--- config.mk ---
export PLATFORM = sky130hd
export DESIGN_NAME = pll_divider_and_lock_control
export DESIGN_NICKNAME = d
export VERILOG_FILES = /design/src/pkg/pll_ctl_pkg.sv /design/src/logic/startup_counter.sv /design/src/logic/rc_postscaler.sv /design/src/logic/pll_divider_and_lock_control.sv
export VERILOG_INCLUDE_DIRS = /design/src /design/src/pkg
export SDC_FILE = /design/constraint.sdc
export NUM_CORES = 1
export LEC_CHECK = 0
export BUFFER_PORTS_ARGS = -buffer_cell sky130_fd_sc_hd__buf_4
export CELL_PAD_IN_SITES_DETAIL_PLACEMENT = 1
export CELL_PAD_IN_SITES_GLOBAL_PLACEMENT = 2
export CORE_UTILIZATION = 25
export DETAILED_ROUTE_END_ITERATION = 12
export GPL_ROUTABILITY_DRIVEN = 0
export PLACE_DENSITY_LB_ADDON = 0.1
export SYNTH_ARGS = -nofsm -noshare
export SYNTH_HDL_FRONTEND = slang
export SYNTH_SLANG_ARGS = --single-unit
--- constraint.sdc ---
create_clock -name clk -period 11.5 [get_ports clk]
set_input_delay 3.45 -clock clk [delete_from_list [all_inputs] [get_ports clk]]
set_output_delay 3.45 -clock clk [all_outputs]
set_load 0.02 [all_outputs]
--- src/pkg/pll_ctl_params.svh ---
// Field positions, reset values, source codes and timing counts of the loop control block.
`ifndef PLL_CTL_PARAMS_SVH
`define PLL_CTL_PARAMS_SVH
`define PRE_LSB 0
`define PRE_MSB 4
`define POST_LSB 6
`define POST_MSB 7
`define RCDIV_LSB 8
`define RCDIV_MSB 10
`define FBD_LSB 0
`define FBD_MSB 8
`define OSC_SWITCH_REQUEST_BIT_BIT 0
`define OSC_LOCK_BIT 5
`define OSC_REQUESTED_SOURCE_FIELD_LSB 8
`define OSC_REQUESTED_SOURCE_FIELD_MSB 10
`define OSC_CURRENT_SOURCE_FIELD_LSB 12
`define OSC_CURRENT_SOURCE_FIELD_MSB 14
`define PRE_RST 5'h00
`define POST_RST 2'h1
`define FBD_RST 9'h030
`define RCDIV_RST 3'h0
`define SRC_RC 3'h0
`define SRC_RC_PLL 3'h1
`define SRC_PRI 3'h2
`define SRC_PRI_PLL 3'h3
`define OST_CYCLES 1024
`define CLK_PERIOD_NS 4
`define LOCK_TIME_NS 20000
`define LOCK_CYCLES_DEF ((`LOCK_TIME_NS + `CLK_PERIOD_NS - 1) / `CLK_PERIOD_NS)
`endif

--- src/pkg/pll_ctl_pkg.sv ---
// Types and shared decode functions of the loop control block.
package pll_ctl_pkg;
  `include "pll_ctl_params.svh"

  typedef enum logic [1:0] {ST_BOOT, ST_WAIT_OSC, ST_LOCK, ST_RUN} pll_state_t;

  typedef logic [2:0] src_code_t;

  function automatic logic uses_pll(input logic [2:0] src);
    uses_pll = (src == `SRC_RC_PLL) || (src == `SRC_PRI_PLL);
  endfunction

  function automatic logic is_primary(input logic [2:0] src);
    is_primary = (src == `SRC_PRI) || (src == `SRC_PRI_PLL);
  endfunction

  function automatic logic [8:0] rc_div_ratio(input logic [2:0] code);
    if (code == 3'h7) begin
      rc_div_ratio = 9'h100;
    end else begin
      rc_div_ratio = 9'(9'h001 << code);
    end
  endfunction
endpackage

--- src/logic/startup_counter.sv ---
// Ten-bit oscillator start-up counter that releases the clock after a full count.
`timescale 1ns/10ps
`include "pll_ctl_params.svh"
module startup_counter (
  // Clock and reset
  input logic clk,
  input logic rst_n,
  // Control
  input logic start,
  input logic osc_cycle,
  // Status
  output logic done
);
  logic [9:0] cnt_r;
  logic run_r;
  logic done_r;
  wire last_w = run_r && osc_cycle && (cnt_r == 10'(`OST_CYCLES - 1));

  always_ff @(posedge clk or negedge rst_n) begin
    if (!rst_n) begin
      cnt_r <= 10'h000;
      run_r <= 1'b0;
      done_r <= 1'b0;
    end else if (start) begin
      cnt_r <= 10'h000;
      run_r <= 1'b1;
      done_r <= 1'b0;
    end else if (run_r && osc_cycle) begin
      cnt_r <= 10'(cnt_r + 10'h001);
      run_r <= !last_w;
      done_r <= last_w;
    end
  end

  assign done = done_r;
endmodule

--- src/logic/rc_postscaler.sv ---
// Divider for the internal RC clock that yields one tick per divided period.
`timescale 1ns/10ps
module rc_postscaler
  import pll_ctl_pkg::*;
(
  // Clock and reset
  input logic clk,
  input logic rst_n,
  // Divider setting
  input logic [2:0] div_code,
  // Divided output
  output logic tick
);
  logic [8:0] cnt_r;
  logic tick_r;
  wire [8:0] ratio_w = rc_div_ratio(div_code);
  wire wrap_w = (cnt_r >= 9'(ratio_w - 9'h001));

  always_ff @(posedge clk or negedge rst_n) begin
    if (!rst_n) begin
      cnt_r <= 9'h000;
      tick_r <= 1'b0;
    end else begin
      cnt_r <= wrap_w ? 9'h000 : 9'(cnt_r + 9'h001);
      tick_r <= wrap_w;
    end
  end

  assign tick = tick_r;
endmodule

--- src/logic/pll_divider_and_lock_control.sv ---
// Divider fields, source switching and lock status of the frequency-multiplying loop.
`timescale 1ns/10ps
`include "pll_ctl_params.svh"
module pll_divider_and_lock_control
  import pll_ctl_pkg::*;
#(
  parameter int LOCK_CYCLES = `LOCK_CYCLES_DEF
)(
  // Clock and reset
  input logic clk,
  input logic rstn,
  // Configuration straps
  input logic [2:0] reset_source_select,
  input logic primary_is_crystal,
  // Primary oscillator cycle strobe
  input logic primary_cycle,
  // Clock divisor register write
  input logic clock_divisor_register_we,
  input logic [15:0] clock_divisor_register_wdata,
  // Feedback divisor register write
  input logic feedback_divisor_register_we,
  input logic [15:0] feedback_divisor_register_wdata,
  // Oscillator control register byte writes
  input logic osc_ctrl_high_we,
  input logic [7:0] osc_ctrl_high_wdata,
  input logic osc_ctrl_low_we,
  input logic [7:0] osc_ctrl_low_wdata,
  // Register read back
  output logic [15:0] clock_divisor_register_rdata,
  output logic [15:0] feedback_divisor_register_rdata,
  output logic [15:0] oscillator_control_register_rdata,
  // Loop settings and status
  output logic [5:0] prescale_ratio,
  output logic [9:0] feedback_ratio,
  output logic [3:0] postscale_ratio,
  output logic [8:0] sysclk_denominator,
  output logic [8:0] rc_divisor,
  output logic loop_in_from_primary,
  output logic loop_in_tick,
  output logic loop_selected,
  output logic lock_status,
  output logic instr_clk_en
);
  logic rst_meta_r;
  logic rst_sync_r;
  logic [4:0] input_prescale_field_r;
  logic [1:0] output_postscale_field_r;
  logic [8:0] feedback_ratio_field_r;
  logic [2:0] rc_postscale_field_r;
  logic [2:0] requested_source_field_r;
  logic [2:0] current_source_field_r;
  logic [2:0] current_source_field_nxt;
  logic switch_request_bit_r;
  logic switch_request_bit_nxt;
  logic lock_r;
  logic lock_nxt;
  pll_state_t state_r;
  pll_state_t state_nxt;
  logic [19:0] lock_cnt_r;
  logic [19:0] lock_cnt_nxt;
  logic ost_start;
  logic icyc_r;
  logic rc_tick;
  logic ost_done;

  always_ff @(posedge clk or negedge rstn) begin
    if (!rstn) begin
      rst_meta_r <= 1'b0;
      rst_sync_r <= 1'b0;
    end else begin
      rst_meta_r <= 1'b1;
      rst_sync_r <= rst_meta_r;
    end
  end

  // Decodes of the software writes and of the switch in progress.
  wire busy_w = (state_r != ST_RUN);
  wire [2:0] dest_w = requested_source_field_r;
  wire div_changed_w = clock_divisor_register_we || feedback_divisor_register_we;
  wire rc_changed_w = clock_divisor_register_we &&
                      (clock_divisor_register_wdata[`RCDIV_MSB:`RCDIV_LSB] != rc_postscale_field_r);
  wire relock_w = uses_pll(current_source_field_r) &&
                  ((div_changed_w && !rc_changed_w) ||
                   (rc_changed_w && current_source_field_r == `SRC_RC_PLL) ||
                   (div_changed_w && current_source_field_r == `SRC_PRI_PLL));
  wire need_ost_w = primary_is_crystal && is_primary(dest_w) &&
                    !is_primary(current_source_field_r);
  wire sw_set_w = osc_ctrl_low_we && osc_ctrl_low_wdata[`OSC_SWITCH_REQUEST_BIT_BIT] && !busy_w;
  wire lock_done_w = (state_r == ST_LOCK) && (lock_cnt_r == 20'h00001);
  wire [19:0] lock_load_w = 20'(LOCK_CYCLES);

  // Divider fields are live to the loop as soon as written.
  always_ff @(posedge clk or negedge rst_sync_r) begin
    if (!rst_sync_r) begin
      input_prescale_field_r <= `PRE_RST;
      output_postscale_field_r <= `POST_RST;
      rc_postscale_field_r <= `RCDIV_RST;
      feedback_ratio_field_r <= `FBD_RST;
    end else begin
      if (clock_divisor_register_we) begin
        input_prescale_field_r <= clock_divisor_register_wdata[`PRE_MSB:`PRE_LSB];
        output_postscale_field_r <= clock_divisor_register_wdata[`POST_MSB:`POST_LSB];
        rc_postscale_field_r <= clock_divisor_register_wdata[`RCDIV_MSB:`RCDIV_LSB];
      end
      if (feedback_divisor_register_we) begin
        feedback_ratio_field_r <= feedback_divisor_register_wdata[`FBD_MSB:`FBD_LSB];
      end
    end
  end

  // The requested source is write-protected while a switch is running.
  always_ff @(posedge clk or negedge rst_sync_r) begin
    if (!rst_sync_r) begin
      requested_source_field_r <= `SRC_RC;
    end else if (state_r == ST_BOOT) begin
      requested_source_field_r <= reset_source_select;
    end else if (osc_ctrl_high_we && !busy_w) begin
      requested_source_field_r <= osc_ctrl_high_wdata[2:0];
    end
  end

  // Source switching and lock sequencing.
  always_comb begin
    state_nxt = state_r;
    current_source_field_nxt = current_source_field_r;
    switch_request_bit_nxt = switch_request_bit_r;
    lock_nxt = lock_r;
    lock_cnt_nxt = lock_cnt_r;
    ost_start = 1'b0;
    case (state_r)
      ST_BOOT: begin
        current_source_field_nxt = reset_source_select;
        lock_nxt = 1'b0;
        if (uses_pll(reset_source_select)) begin
          if (primary_is_crystal && is_primary(reset_source_select)) begin
            ost_start = 1'b1;
            state_nxt = ST_WAIT_OSC;
          end else begin
            lock_cnt_nxt = lock_load_w;
            state_nxt = ST_LOCK;
          end
        end else begin
          state_nxt = ST_RUN;
        end
      end
      ST_WAIT_OSC: begin
        if (ost_done) begin
          if (uses_pll(dest_w)) begin
            lock_cnt_nxt = lock_load_w;
            state_nxt = ST_LOCK;
          end else begin
            current_source_field_nxt = dest_w;
            switch_request_bit_nxt = 1'b0;
            lock_nxt = 1'b0;
            state_nxt = ST_RUN;
          end
        end
      end
      ST_LOCK: begin
        lock_cnt_nxt = 20'(lock_cnt_r - 20'h00001);
        if (lock_done_w) begin
          lock_nxt = 1'b1;
          if (switch_request_bit_r) begin
            current_source_field_nxt = dest_w;
            switch_request_bit_nxt = 1'b0;
          end
          state_nxt = ST_RUN;
        end
      end
      default: begin
        if (switch_request_bit_r) begin
          if (uses_pll(dest_w)) begin
            lock_nxt = 1'b0;
          end
          if (need_ost_w) begin
            ost_start = 1'b1;
            state_nxt = ST_WAIT_OSC;
          end else if (uses_pll(dest_w)) begin
            lock_cnt_nxt = lock_load_w;
            state_nxt = ST_LOCK;
          end else begin
            current_source_field_nxt = dest_w;
            switch_request_bit_nxt = 1'b0;
            lock_nxt = 1'b0;
          end
        end else if (relock_w) begin
          lock_nxt = 1'b0;
          lock_cnt_nxt = lock_load_w;
          state_nxt = ST_LOCK;
        end
        if (sw_set_w) begin
          switch_request_bit_nxt = 1'b1;
        end
      end
    endcase
  end

  always_ff @(posedge clk or negedge rst_sync_r) begin
    if (!rst_sync_r) begin
      state_r <= ST_BOOT;
      current_source_field_r <= `SRC_RC;
      switch_request_bit_r <= 1'b0;
      lock_r <= 1'b0;
      lock_cnt_r <= 20'h00000;
      icyc_r <= 1'b0;
    end else begin
      state_r <= state_nxt;
      current_source_field_r <= current_source_field_nxt;
      switch_request_bit_r <= switch_request_bit_nxt;
      lock_r <= lock_nxt;
      lock_cnt_r <= lock_cnt_nxt;
      icyc_r <= !icyc_r;
    end
  end

  startup_counter u_ost (
    .clk(clk),
    .rst_n(rst_sync_r),
    .start(ost_start),
    .osc_cycle(primary_cycle),
    .done(ost_done)
  );

  rc_postscaler u_rcdiv (
    .clk(clk),
    .rst_n(rst_sync_r),
    .div_code(rc_postscale_field_r),
    .tick(rc_tick)
  );

  // Loop input selection and ratio outputs.
  wire [2:0] loop_src_w = busy_w ? dest_w : current_source_field_r;
  assign loop_in_from_primary = is_primary(loop_src_w);
  assign loop_in_tick = is_primary(loop_src_w) ? primary_cycle : rc_tick;
  assign loop_selected = uses_pll(current_source_field_r);
  assign prescale_ratio = 6'(input_prescale_field_r) + 6'h02;
  assign feedback_ratio = 10'(feedback_ratio_field_r) + 10'h002;
  assign postscale_ratio = 4'({output_postscale_field_r, 1'b0}) + 4'h2;
  assign sysclk_denominator = 9'(prescale_ratio) * 9'(postscale_ratio);
  assign rc_divisor = rc_div_ratio(rc_postscale_field_r);
  assign lock_status = lock_r;
  assign instr_clk_en = icyc_r;
  assign clock_divisor_register_rdata = {5'h00, rc_postscale_field_r,
                                         output_postscale_field_r, 1'b0, input_prescale_field_r};
  assign feedback_divisor_register_rdata = {7'h00, feedback_ratio_field_r};
  assign oscillator_control_register_rdata = {1'b0, current_source_field_r, 1'b0,
                                              requested_source_field_r, 2'h0, lock_r, 4'h0,
                                              switch_request_bit_r};

  // Checks on the divider fields and the sequencing.
  logic first_r;
  always_ff @(posedge clk or negedge rst_sync_r) begin
    if (!rst_sync_r) begin
      first_r <= 1'b1;
    end else begin
      first_r <= 1'b0;
    end
  end

  chk_reset_values: assert property (@(posedge clk) disable iff (!rst_sync_r)
    first_r |-> (prescale_ratio == 6'h02 && postscale_ratio == 4'h4 && feedback_ratio == 10'd50))
    else $error("divider fields not at reset values");
  chk_prescale_ratio: assert property (@(posedge clk) disable iff (!rst_sync_r)
    clock_divisor_register_we |=> prescale_ratio == 6'($past(clock_divisor_register_wdata[4:0])) + 6'h02)
    else $error("prescale ratio wrong");
  chk_feedback_ratio: assert property (@(posedge clk) disable iff (!rst_sync_r)
    feedback_divisor_register_we |=> feedback_ratio == 10'($past(feedback_divisor_register_wdata[8:0])) + 10'h002)
    else $error("feedback ratio wrong");
  chk_postscale_ratio: assert property (@(posedge clk) disable iff (!rst_sync_r)
    clock_divisor_register_we |=> postscale_ratio == 4'({$past(clock_divisor_register_wdata[7:6]), 1'b0}) + 4'h2)
    else $error("postscale ratio wrong");
  chk_lock_nonloop: assert property (@(posedge clk) disable iff (!rst_sync_r)
    (state_r == ST_RUN && !uses_pll(current_source_field_r)) |-> !lock_r)
    else $error("lock set on non-loop source");
  chk_lock_interval: assert property (@(posedge clk) disable iff (!rst_sync_r)
    $rose(lock_r) |-> $past(state_r) == ST_LOCK && $past(lock_cnt_r) == 20'h00001)
    else $error("lock set before interval elapsed");
  chk_switch_clears: assert property (@(posedge clk) disable iff (!rst_sync_r)
    (state_r == ST_RUN && switch_request_bit_r && uses_pll(dest_w)) |=> !lock_r)
    else $error("lock not cleared on loop switch");
  chk_ost_first: assert property (@(posedge clk) disable iff (!rst_sync_r)
    (state_r == ST_WAIT_OSC && !ost_done) |=> state_r != ST_LOCK)
    else $error("lock interval began before start-up release");
  chk_instr_half: assert property (@(posedge clk) disable iff (!rst_sync_r)
    !first_r |-> instr_clk_en != $past(instr_clk_en))
    else $error("instruction clock not half rate");
  chk_lock_readonly: assert property (@(posedge clk) disable iff (!rst_sync_r)
    (state_r == ST_RUN && !switch_request_bit_r && !relock_w) |=> $stable(lock_r))
    else $error("lock flag changed without cause");
endmodule

==> results of run 1 <==
kinds of logic (layout without fill, tap and decap cells):
logic type	Yosys count	count (layout)
fa+ha+maj	37	37
compound gates	110	110
other cells	2	26
mux	25	25
xor+xnor	29	29
flops	74	74
simple gates	166	166
buf+inv	71	145
per-stage QoR:
step           utilization [%]  worst slack, ns  instance area, µm²  cells  hold WS (ns)
2_1_floorplan                -            4.295                4942    538        0.3312
3_3_place_gp             30.44            4.055                5752    856        0.3391
3_5_place_dp             30.44            4.045                5752    856        0.3451
4_1_cts                  32.27            4.042                6097    872        0.3589
5_1_grt                  32.27            4.027                6097    872        0.3672
6_report                 32.27            4.045                6097    872        0.3527
registers in the layout, summed over array words and instances, names as in the netlist:
register	count
rst_sync_r	1
lock_cnt_r	20
lock_status	1
u_rcdiv.cnt_r	9
output_postscale_field_r	2
u_rcdiv.tick	1
dest_w	3
rst_meta_r	1
input_prescale_field_r	5
rc_postscale_field_r	3
feedback_ratio_field_r	9
state_r	2
switch_request_bit_r	1
u_ost.run_r	1
u_ost.cnt_r	10
u_ost.done	1
instr_clk_en	1
current_source_field_r	3
area by class of cell:
cell class	count	area, µm²	share of cell area, %
Clock inverter	5	102.6	1.683
Tap cell	260	325.3	5.336
Timing Repair Buffer	100	750.7	12.31
Clock buffer	11	242.7	3.981
Sequential cell	74	1859	30.49
Inverter	29	108.9	1.785
Multi-Input combinational cell	393	2708	44.41
cells in the final DEF, fill, tap and decap left out, types with 9 or more instances in the layout:
cell,n
sky130_fd_sc_hd__buf_4,100
sky130_fd_sc_hd__dfrtp_1,70
sky130_fd_sc_hd__nand2_1,47
sky130_fd_sc_hd__ha_1,32
sky130_fd_sc_hd__nor2_1,30
sky130_fd_sc_hd__inv_1,29
sky130_fd_sc_hd__a21oi_1,26
sky130_fd_sc_hd__conb_1,26
sky130_fd_sc_hd__nand3_1,21
sky130_fd_sc_hd__o21ai_0,19
sky130_fd_sc_hd__xor2_1,17
sky130_fd_sc_hd__mux2_2,16
sky130_fd_sc_hd__xnor2_1,12
sky130_fd_sc_hd__nor3_1,12
sky130_fd_sc_hd__a211oi_1,12
sky130_fd_sc_hd__clkbuf_16,9
layer usage:
| layer | up-vias | track usage (%) |
|---|---|---|
| met3 | 7 | 3.004 |
| li1 | 1955 | - |
| met1 | 1980 | 17.73 |
| met2 | 86 | 23.35 |
| met4 | 0 | 3.432 |
| met5 | - | 0 |
power by group through the flow:
stage                     Sequential (µW)  Combinational (µW)  Clock [µW]
after floorplan                       321                 158           0
after global placement                327                 232           0
after detailed placement              328                 238           0
after CTS                             323                 239         340
after global routing                  328                 260         349
final                                 322                 234         327
worst paths after layout:
path,startpoint,endpoint,slack (ns),cells after the start
max,primary_cycle,loop_in_tick,4.05,3
min,rst_meta_r,rst_sync_r,0.35,0
max reg2reg,state_r[0],lock_cnt_r[12],8.71,6
min reg2reg,rst_meta_r,rst_sync_r,0.35,0
max in group asynchronous,rstn,rst_sync_r,8.52,1
min in group asynchronous,rst_sync_r,instr_clk_en,0.48,0
synthesized netlist by cell type, drive strengths merged, types with 2 or more instances:
master | instances | area, µm²
dfrtp | 71 | 1777
nand2 | 47 | 176.4
buf | 33 | 241.5
ha | 32 | 400.4
nor2 | 30 | 112.6
inv | 29 | 108.9
a21oi | 26 | 130.1
o21ai | 22 | 113.9
nand3 | 21 | 105.1
mux2 | 20 | 229.0
xor2 | 17 | 148.9
nor3 | 13 | 65.06
a211oi | 12 | 90.09
xnor2 | 12 | 105.1
clkbuf | 9 | 33.78
a21o | 8 | 60.06
a31oi | 8 | 50.05
and3 | 8 | 50.05
nand2b | 8 | 50.05
nor2b | 8 | 50.05
or3 | 6 | 43.79
and2 | 5 | 31.28
fa | 5 | 100.1
mux2i | 5 | 50.05
nand4 | 5 | 31.28
o21a | 5 | 37.54
a211o | 4 | 35.03
a41o | 4 | 41.29
nor4 | 4 | 25.02
a31o | 3 | 26.28
dfstp | 3 | 78.83
nor3b | 3 | 22.52
o31ai | 3 | 22.52
or2 | 3 | 18.77
a221o | 2 | 20.02
and4 | 2 | 17.52
conb | 2 | 7.510
o31a | 2 | 18.77
worst max-delay path, cell delays in order:
cell                     delay [ns]
sky130_fd_sc_hd__buf_4         0.13
sky130_fd_sc_hd__mux2_2        0.27
sky130_fd_sc_hd__buf_4         0.16
==> results.json, run 1 <==
{
  "design.portCount": 150,
  "drc_errors": 0,
  "max_freq_mhz": 134.1,
  "antennaDiodeCount": 0,
  "fin_crit_ns": 7.455,
  "timing.final.max_slew_violations": 0,
  "total_power_uw": 882.4,
  "switching_share_pct": 31.21,
  "relSlewSlack_pct": 28.10,
  "setup_viol": 0,
  "design.die.area_um2": 19970,
  "syn_area_um2": 4852,
  "cts-htree-levels": 3,
  "number_of_global_route_vias_before_repair": 4178,
  "worst_skew_pair.late_latency_ns": 0.34,
  "cts-buffers-inserted": 9,
  "setup_total_negative_slack_ns": 0,
  "grt_antenna_before_repair": 0,
  "highest-signal-layer": "met4",
  "status": "finished clean",
  "globalRouteTotalUtil_pct": 13.77,
  "power.share.sequential_pct": 36.4,
  "cellLeakagePower_uw": 0.002976,
  "cts.path.max_buffers": 2,
  "synthAdderAreaFrac_pct": 10.31,
  "grt_overflow": 0,
  "drive_above_1_share_pct": 24.67,
  "post_synth_and_or_nand_nor_area_fraction_pct": 17.07,
  "post-cts-setup-buffer-count": 0,
  "hp-class": "reg2reg",
  "power.share.clock_pct": 37.1,
  "synth_compound_gate_area_share_pct": 15.32,
  "final_layout_net_count": 703,
  "initial_utilization_pct": 25.68,
  "num-fill-cells": 2199,
  "hpwl_um": 9905,
  "die_h_um": 141.3,
  "synth_to_layout_area_growth_pct": 25.66,
  "finalWirelength_um": 12980,
  "synth_top_family_by_area": "simple AND/OR/NAND/NOR gates",
  "hold_viol_final": 0,
  "worstPathRequired_ns": 8.05,
  "critical_path_arrival_ns": 4.00,
  "buffer_ports.inserted": 100,
  "tritoncts": "yes",
  "power_frac_comb_pct": 26.5,
  "vias": 4028,
  "p_switching_uw": 275.4,
  "synth_edf_count": 0,
  "post_drt_via_cell_ratio": 4.619,
  "postRouteAntennaNets": 0,
  "drt_iter0_drc": 164,
  "cts-resized-gates": 0,
  "timing.max_cap.violations": 0,
  "synth_cell_types": 63,
  "crit_path_start_kind": "input port",
  "setup.worst_path.end_class": "output port",
  "synth.yosys.seq_area_share_pct": 38.24,
  "wl_per_cell_um": 14.89,
  "yosys_register_bits": 74,
  "power_report.internal_total_uw": 607.0,
  "crit_fanout": 5,
  "power_per_cell_area_nw_per_um2": 144.7,
  "tightest_pin_transition_ns": 1.073,
  "firstDrtPassIters": 4,
  "ctsRootBufferMaster": "sky130_fd_sc_hd__clkbuf_16",
  "floorplan_row_count": 50,
  "unrepaired_setup_endpoints_after_global_routing": "false",
  "met2RoutedLength_um": 6290,
  "grt_start_max_net_pins": 73,
  "post_synth_xor_area_fraction_pct": 5.235,
  "post_synth_inst_count": 514,
  "dr_wl_met3_um": 567,
  "synth.yosys.warnings": 0,
  "cts_sinks": 74,
  "vdd.ir_drop.worst_v": 0.00007473,
  "horiz_die_dim_um": 141.3,
  "skew_ns": 0.008571,
  "synthArstFlopShare_pct": 100.0,
  "avgSynthCellArea_um2": 9.440,
  "holdBufCountCts": 0,
  "fin_crit_sh_pct": 64.82,
  "grt_first_pass_wirelength_um": 21780,
  "clkSlewWorstSetupHoldPaths_ns": 0.06,
  "post_synth_mux_area_share_pct": 5.750,
  "timing.setup.critical_path_class": "in2out",
  "m1WireLength_um": 6003,
  "synthFlopType": "sky130_fd_sc_hd__dfrtp_1",
  "core_area_um2": 18890
}
(Power assumes the default switching activity.)
==> inputs of run 2 (changes only) <==
clock period = 6.7 ns   (was 11.5 ns; I/O delays follow)
==> run 2 against run 1 <==
Against the previous run:
- largest cell class unchanged
- combinational power increased by 73%
- via count increased by 0.72%
- hold slack got worse by 0.00084 ns
- critical path depth increased by 11
- clock skew decreased by 0.0014 ns
- sequential power increased by 72%
- utilization decreased by 0.060 points
- first-iteration DRC count decreased by 38%
- global-route usage increased by 0.31 points
- critical path type is now reg2out
- critical endpoint is now sysclk_denominator[8]
- clock power increased by 70%
- sequential share of layout area increased by 0.056 points
==> results.json, run 2 (same netlist as run 1, synthesis figures left out) <==
{
  "status": "finished clean",
  "crit_path_cell_trace": "ha_1 > xor2_1 > nand2_1 > fa_1 > inv_1 > ha_1 > ha_1 > inv_1 > fa_1 > inv_1 > a21o_1 > a21oi_1 > xnor2_1 > buf_4",
  "vias": 4057,
  "buffer_ports.inserted": 100,
  "postRouteAntennaNets": 0,
  "hp-class": "reg2reg",
  "fin_crit_ns": 5.468,
  "crit_fanout": 5,
  "finalWirelength_um": 13270,
  "layout_commonest_cell": "sky130_fd_sc_hd__buf_4",
  "design.portCount": 150,
  "ctsRootBufferMaster": "sky130_fd_sc_hd__clkbuf_16",
  "rr_worst_depth": 6,
  "worst_skew_pair.late_latency_ns": 0.34,
  "cts-resized-gates": 0,
  "clkSlewWorstSetupHoldPaths_ns": 0.06,
  "registers_with_the_highest_flip_flop_counts": "lock_cnt_r (20), u_ost.cnt_r (10)",
  "unrepaired_setup_endpoints_after_global_routing": "false",
  "cellLeakagePower_uw": 0.002976,
  "core_area_um2": 18890,
  "layout_setup_ws_ns": 1.232,
  "globalRouteTotalUtil_pct": 14.07,
  "cts-htree-levels": 3,
  "num-fill-cells": 2203,
  "timing.max_cap.violations": 0,
  "layout_common_cells": "sky130_fd_sc_hd__buf_4 (100), sky130_fd_sc_hd__dfrtp_1 (70), sky130_fd_sc_hd__nand2_1 (47), sky130_fd_sc_hd__ha_1 (32), sky130_fd_sc_hd__nor2_1 (30)",
  "timing.final.max_slew_violations": 0,
  "largest-register": "lock_cnt_r",
  "synth_to_layout_area_growth_pct": 25.43,
  "grt_start_max_net_pins": 73,
  "horiz_die_dim_um": 141.3,
  "tritoncts": "yes",
  "power_per_cell_area_nw_per_um2": 248.8,
  "drt_iter0_drc": 102,
  "floorplan_row_count": 50,
  "timing.reg2reg.setup_slack_ns": 3.95,
  "min_delay_path_depth": 0,
  "cts.path.max_buffers": 2,
  "crit_path_start_kind": "flip-flop",
  "hold_viol_final": 0,
  "hold_path_start": "rst_meta_r",
  "setup_viol": 0,
  "holdBufCountCts": 0,
  "detailedPlace.worstSlack_ns": 1.537,
  "cts_sinks": 74,
  "cts-buffers-inserted": 9,
  "highest-signal-layer": "met4",
  "max_freq_mhz": 182.9,
  "worstHoldEndpoint": "rst_sync_r",
  "drive_above_1_share_pct": 24.67,
  "timing.setup.critical_path_class": "reg2out",
  "fin_crit_sh_pct": 81.61,
  "final_layout_net_count": 703,
  "die_h_um": 141.3,
  "rr_endpoint": "lock_cnt_r[19]",
  "setup_total_negative_slack_ns": 0,
  "m1WireLength_um": 6061,
  "firstDrtPassIters": 6,
  "tightest_pin_transition_ns": 1.042,
  "critical_path_arrival_ns": 3.46,
  "skew_ns": 0.007125,
  "antennaDiodeCount": 0,
  "grt_overflow": 0,
  "setup.worst_path.end_class": "output port",
  "critical_path.reg2reg.startpoint": "state_r[0]",
  "number_of_global_route_vias_before_repair": 4293,
  "post-cts-setup-buffer-count": 0,
  "worstPathRequired_ns": 4.69,
  "hpwl_um": 10040,
  "dr_wl_met3_um": 532,
  "cp_slowest_cell": "sky130_fd_sc_hd__fa_1",
  "grt_first_pass_wirelength_um": 22200,
  "relSlewSlack_pct": 30.17,
  "cpPeakStageDelay_ns": 0.49,
  "design.die.area_um2": 19970,
  "grt_antenna_before_repair": 0,
  "initial_utilization_pct": 25.68,
  "met2RoutedLength_um": 6551,
  "drc_errors": 0,
  "largest_register_ff_count": 20,
  "vdd.ir_drop.worst_v": 0.0001138,
  "wl_per_cell_um": 15.22,
  "setup.worst_path.start": "input_prescale_field_r[1]",
  "post_drt_via_cell_ratio": 4.653
}
## run 2: cell types whose count changed in the layout (fill, tap and decap cells not counted), sizes merged
cell	change
clkbuf	-1
clkinv	+2
clkinvlp	-1
## run 2: critical path, delay by kind of cell (launching register included)
kind | cells | cell delay, ns
DFF | 1 | 0.44
AOI/OAI and AO/OA | 2 | 0.19
buffers and inverters | 4 | 0.33
xor gates and xnor gates | 2 | 0.47
and+or+nand+nor | 1 | 0.12
adders and majority gates | 5 | 1.59
## run 2: final cells by class
class                           count  area [µm²]  share of cell area, %
Inverter                           29       108.9                  1.789
Sequential cell                    74        1859                  30.55
Clock buffer                       10       229.0                  3.762
Multi-Input combinational cell    393        2708                  44.49
Timing Repair Buffer              100       750.7                  12.34
Clock inverter                      6       105.1                  1.727
Tap cell                          260       325.3                  5.345
## run 2: power breakdown
part           internal, µW  switching, µW
Combinational           180            224
Sequential              489           65.0
Clock                   362            195
Total                  1030            483
## run 2: how the worst max path moves through the flow
stage | endpoint | slack, ns
4_1_cts | sysclk_denominator[8] | 1.17
3_3_place_gp | sysclk_denominator[8] | 1.57
6_report | sysclk_denominator[8] | 1.23
2_1_floorplan | sysclk_denominator[8] | 1.37
3_5_place_dp | sysclk_denominator[8] | 1.54
5_1_grt | sysclk_denominator[8] | 0.94
## run 2: routing by layer
layer / global-route usage (%) / up-vias
met1: 17.87 / 2027
met3: 3.004 / 9
met2: 24.28 / 80
li1: - / 1941
met4: 3.375 / 0
met5: 0 / -
## run 2: per-stage QoR
step                      cell area, µm²  util [%]  hold slack [ns]  power (µW)  std cells
after floorplan                     4942         -           0.3312       822.6        538
after global placement              5752     30.44           0.3374       959.2        856
after detailed placement            5752     30.44           0.3418       974.1        856
after CTS                           6086     32.21           0.3550        1546        872
after global routing                6086     32.21           0.3663        1609        872
final                               6086     32.21           0.3518        1514        872
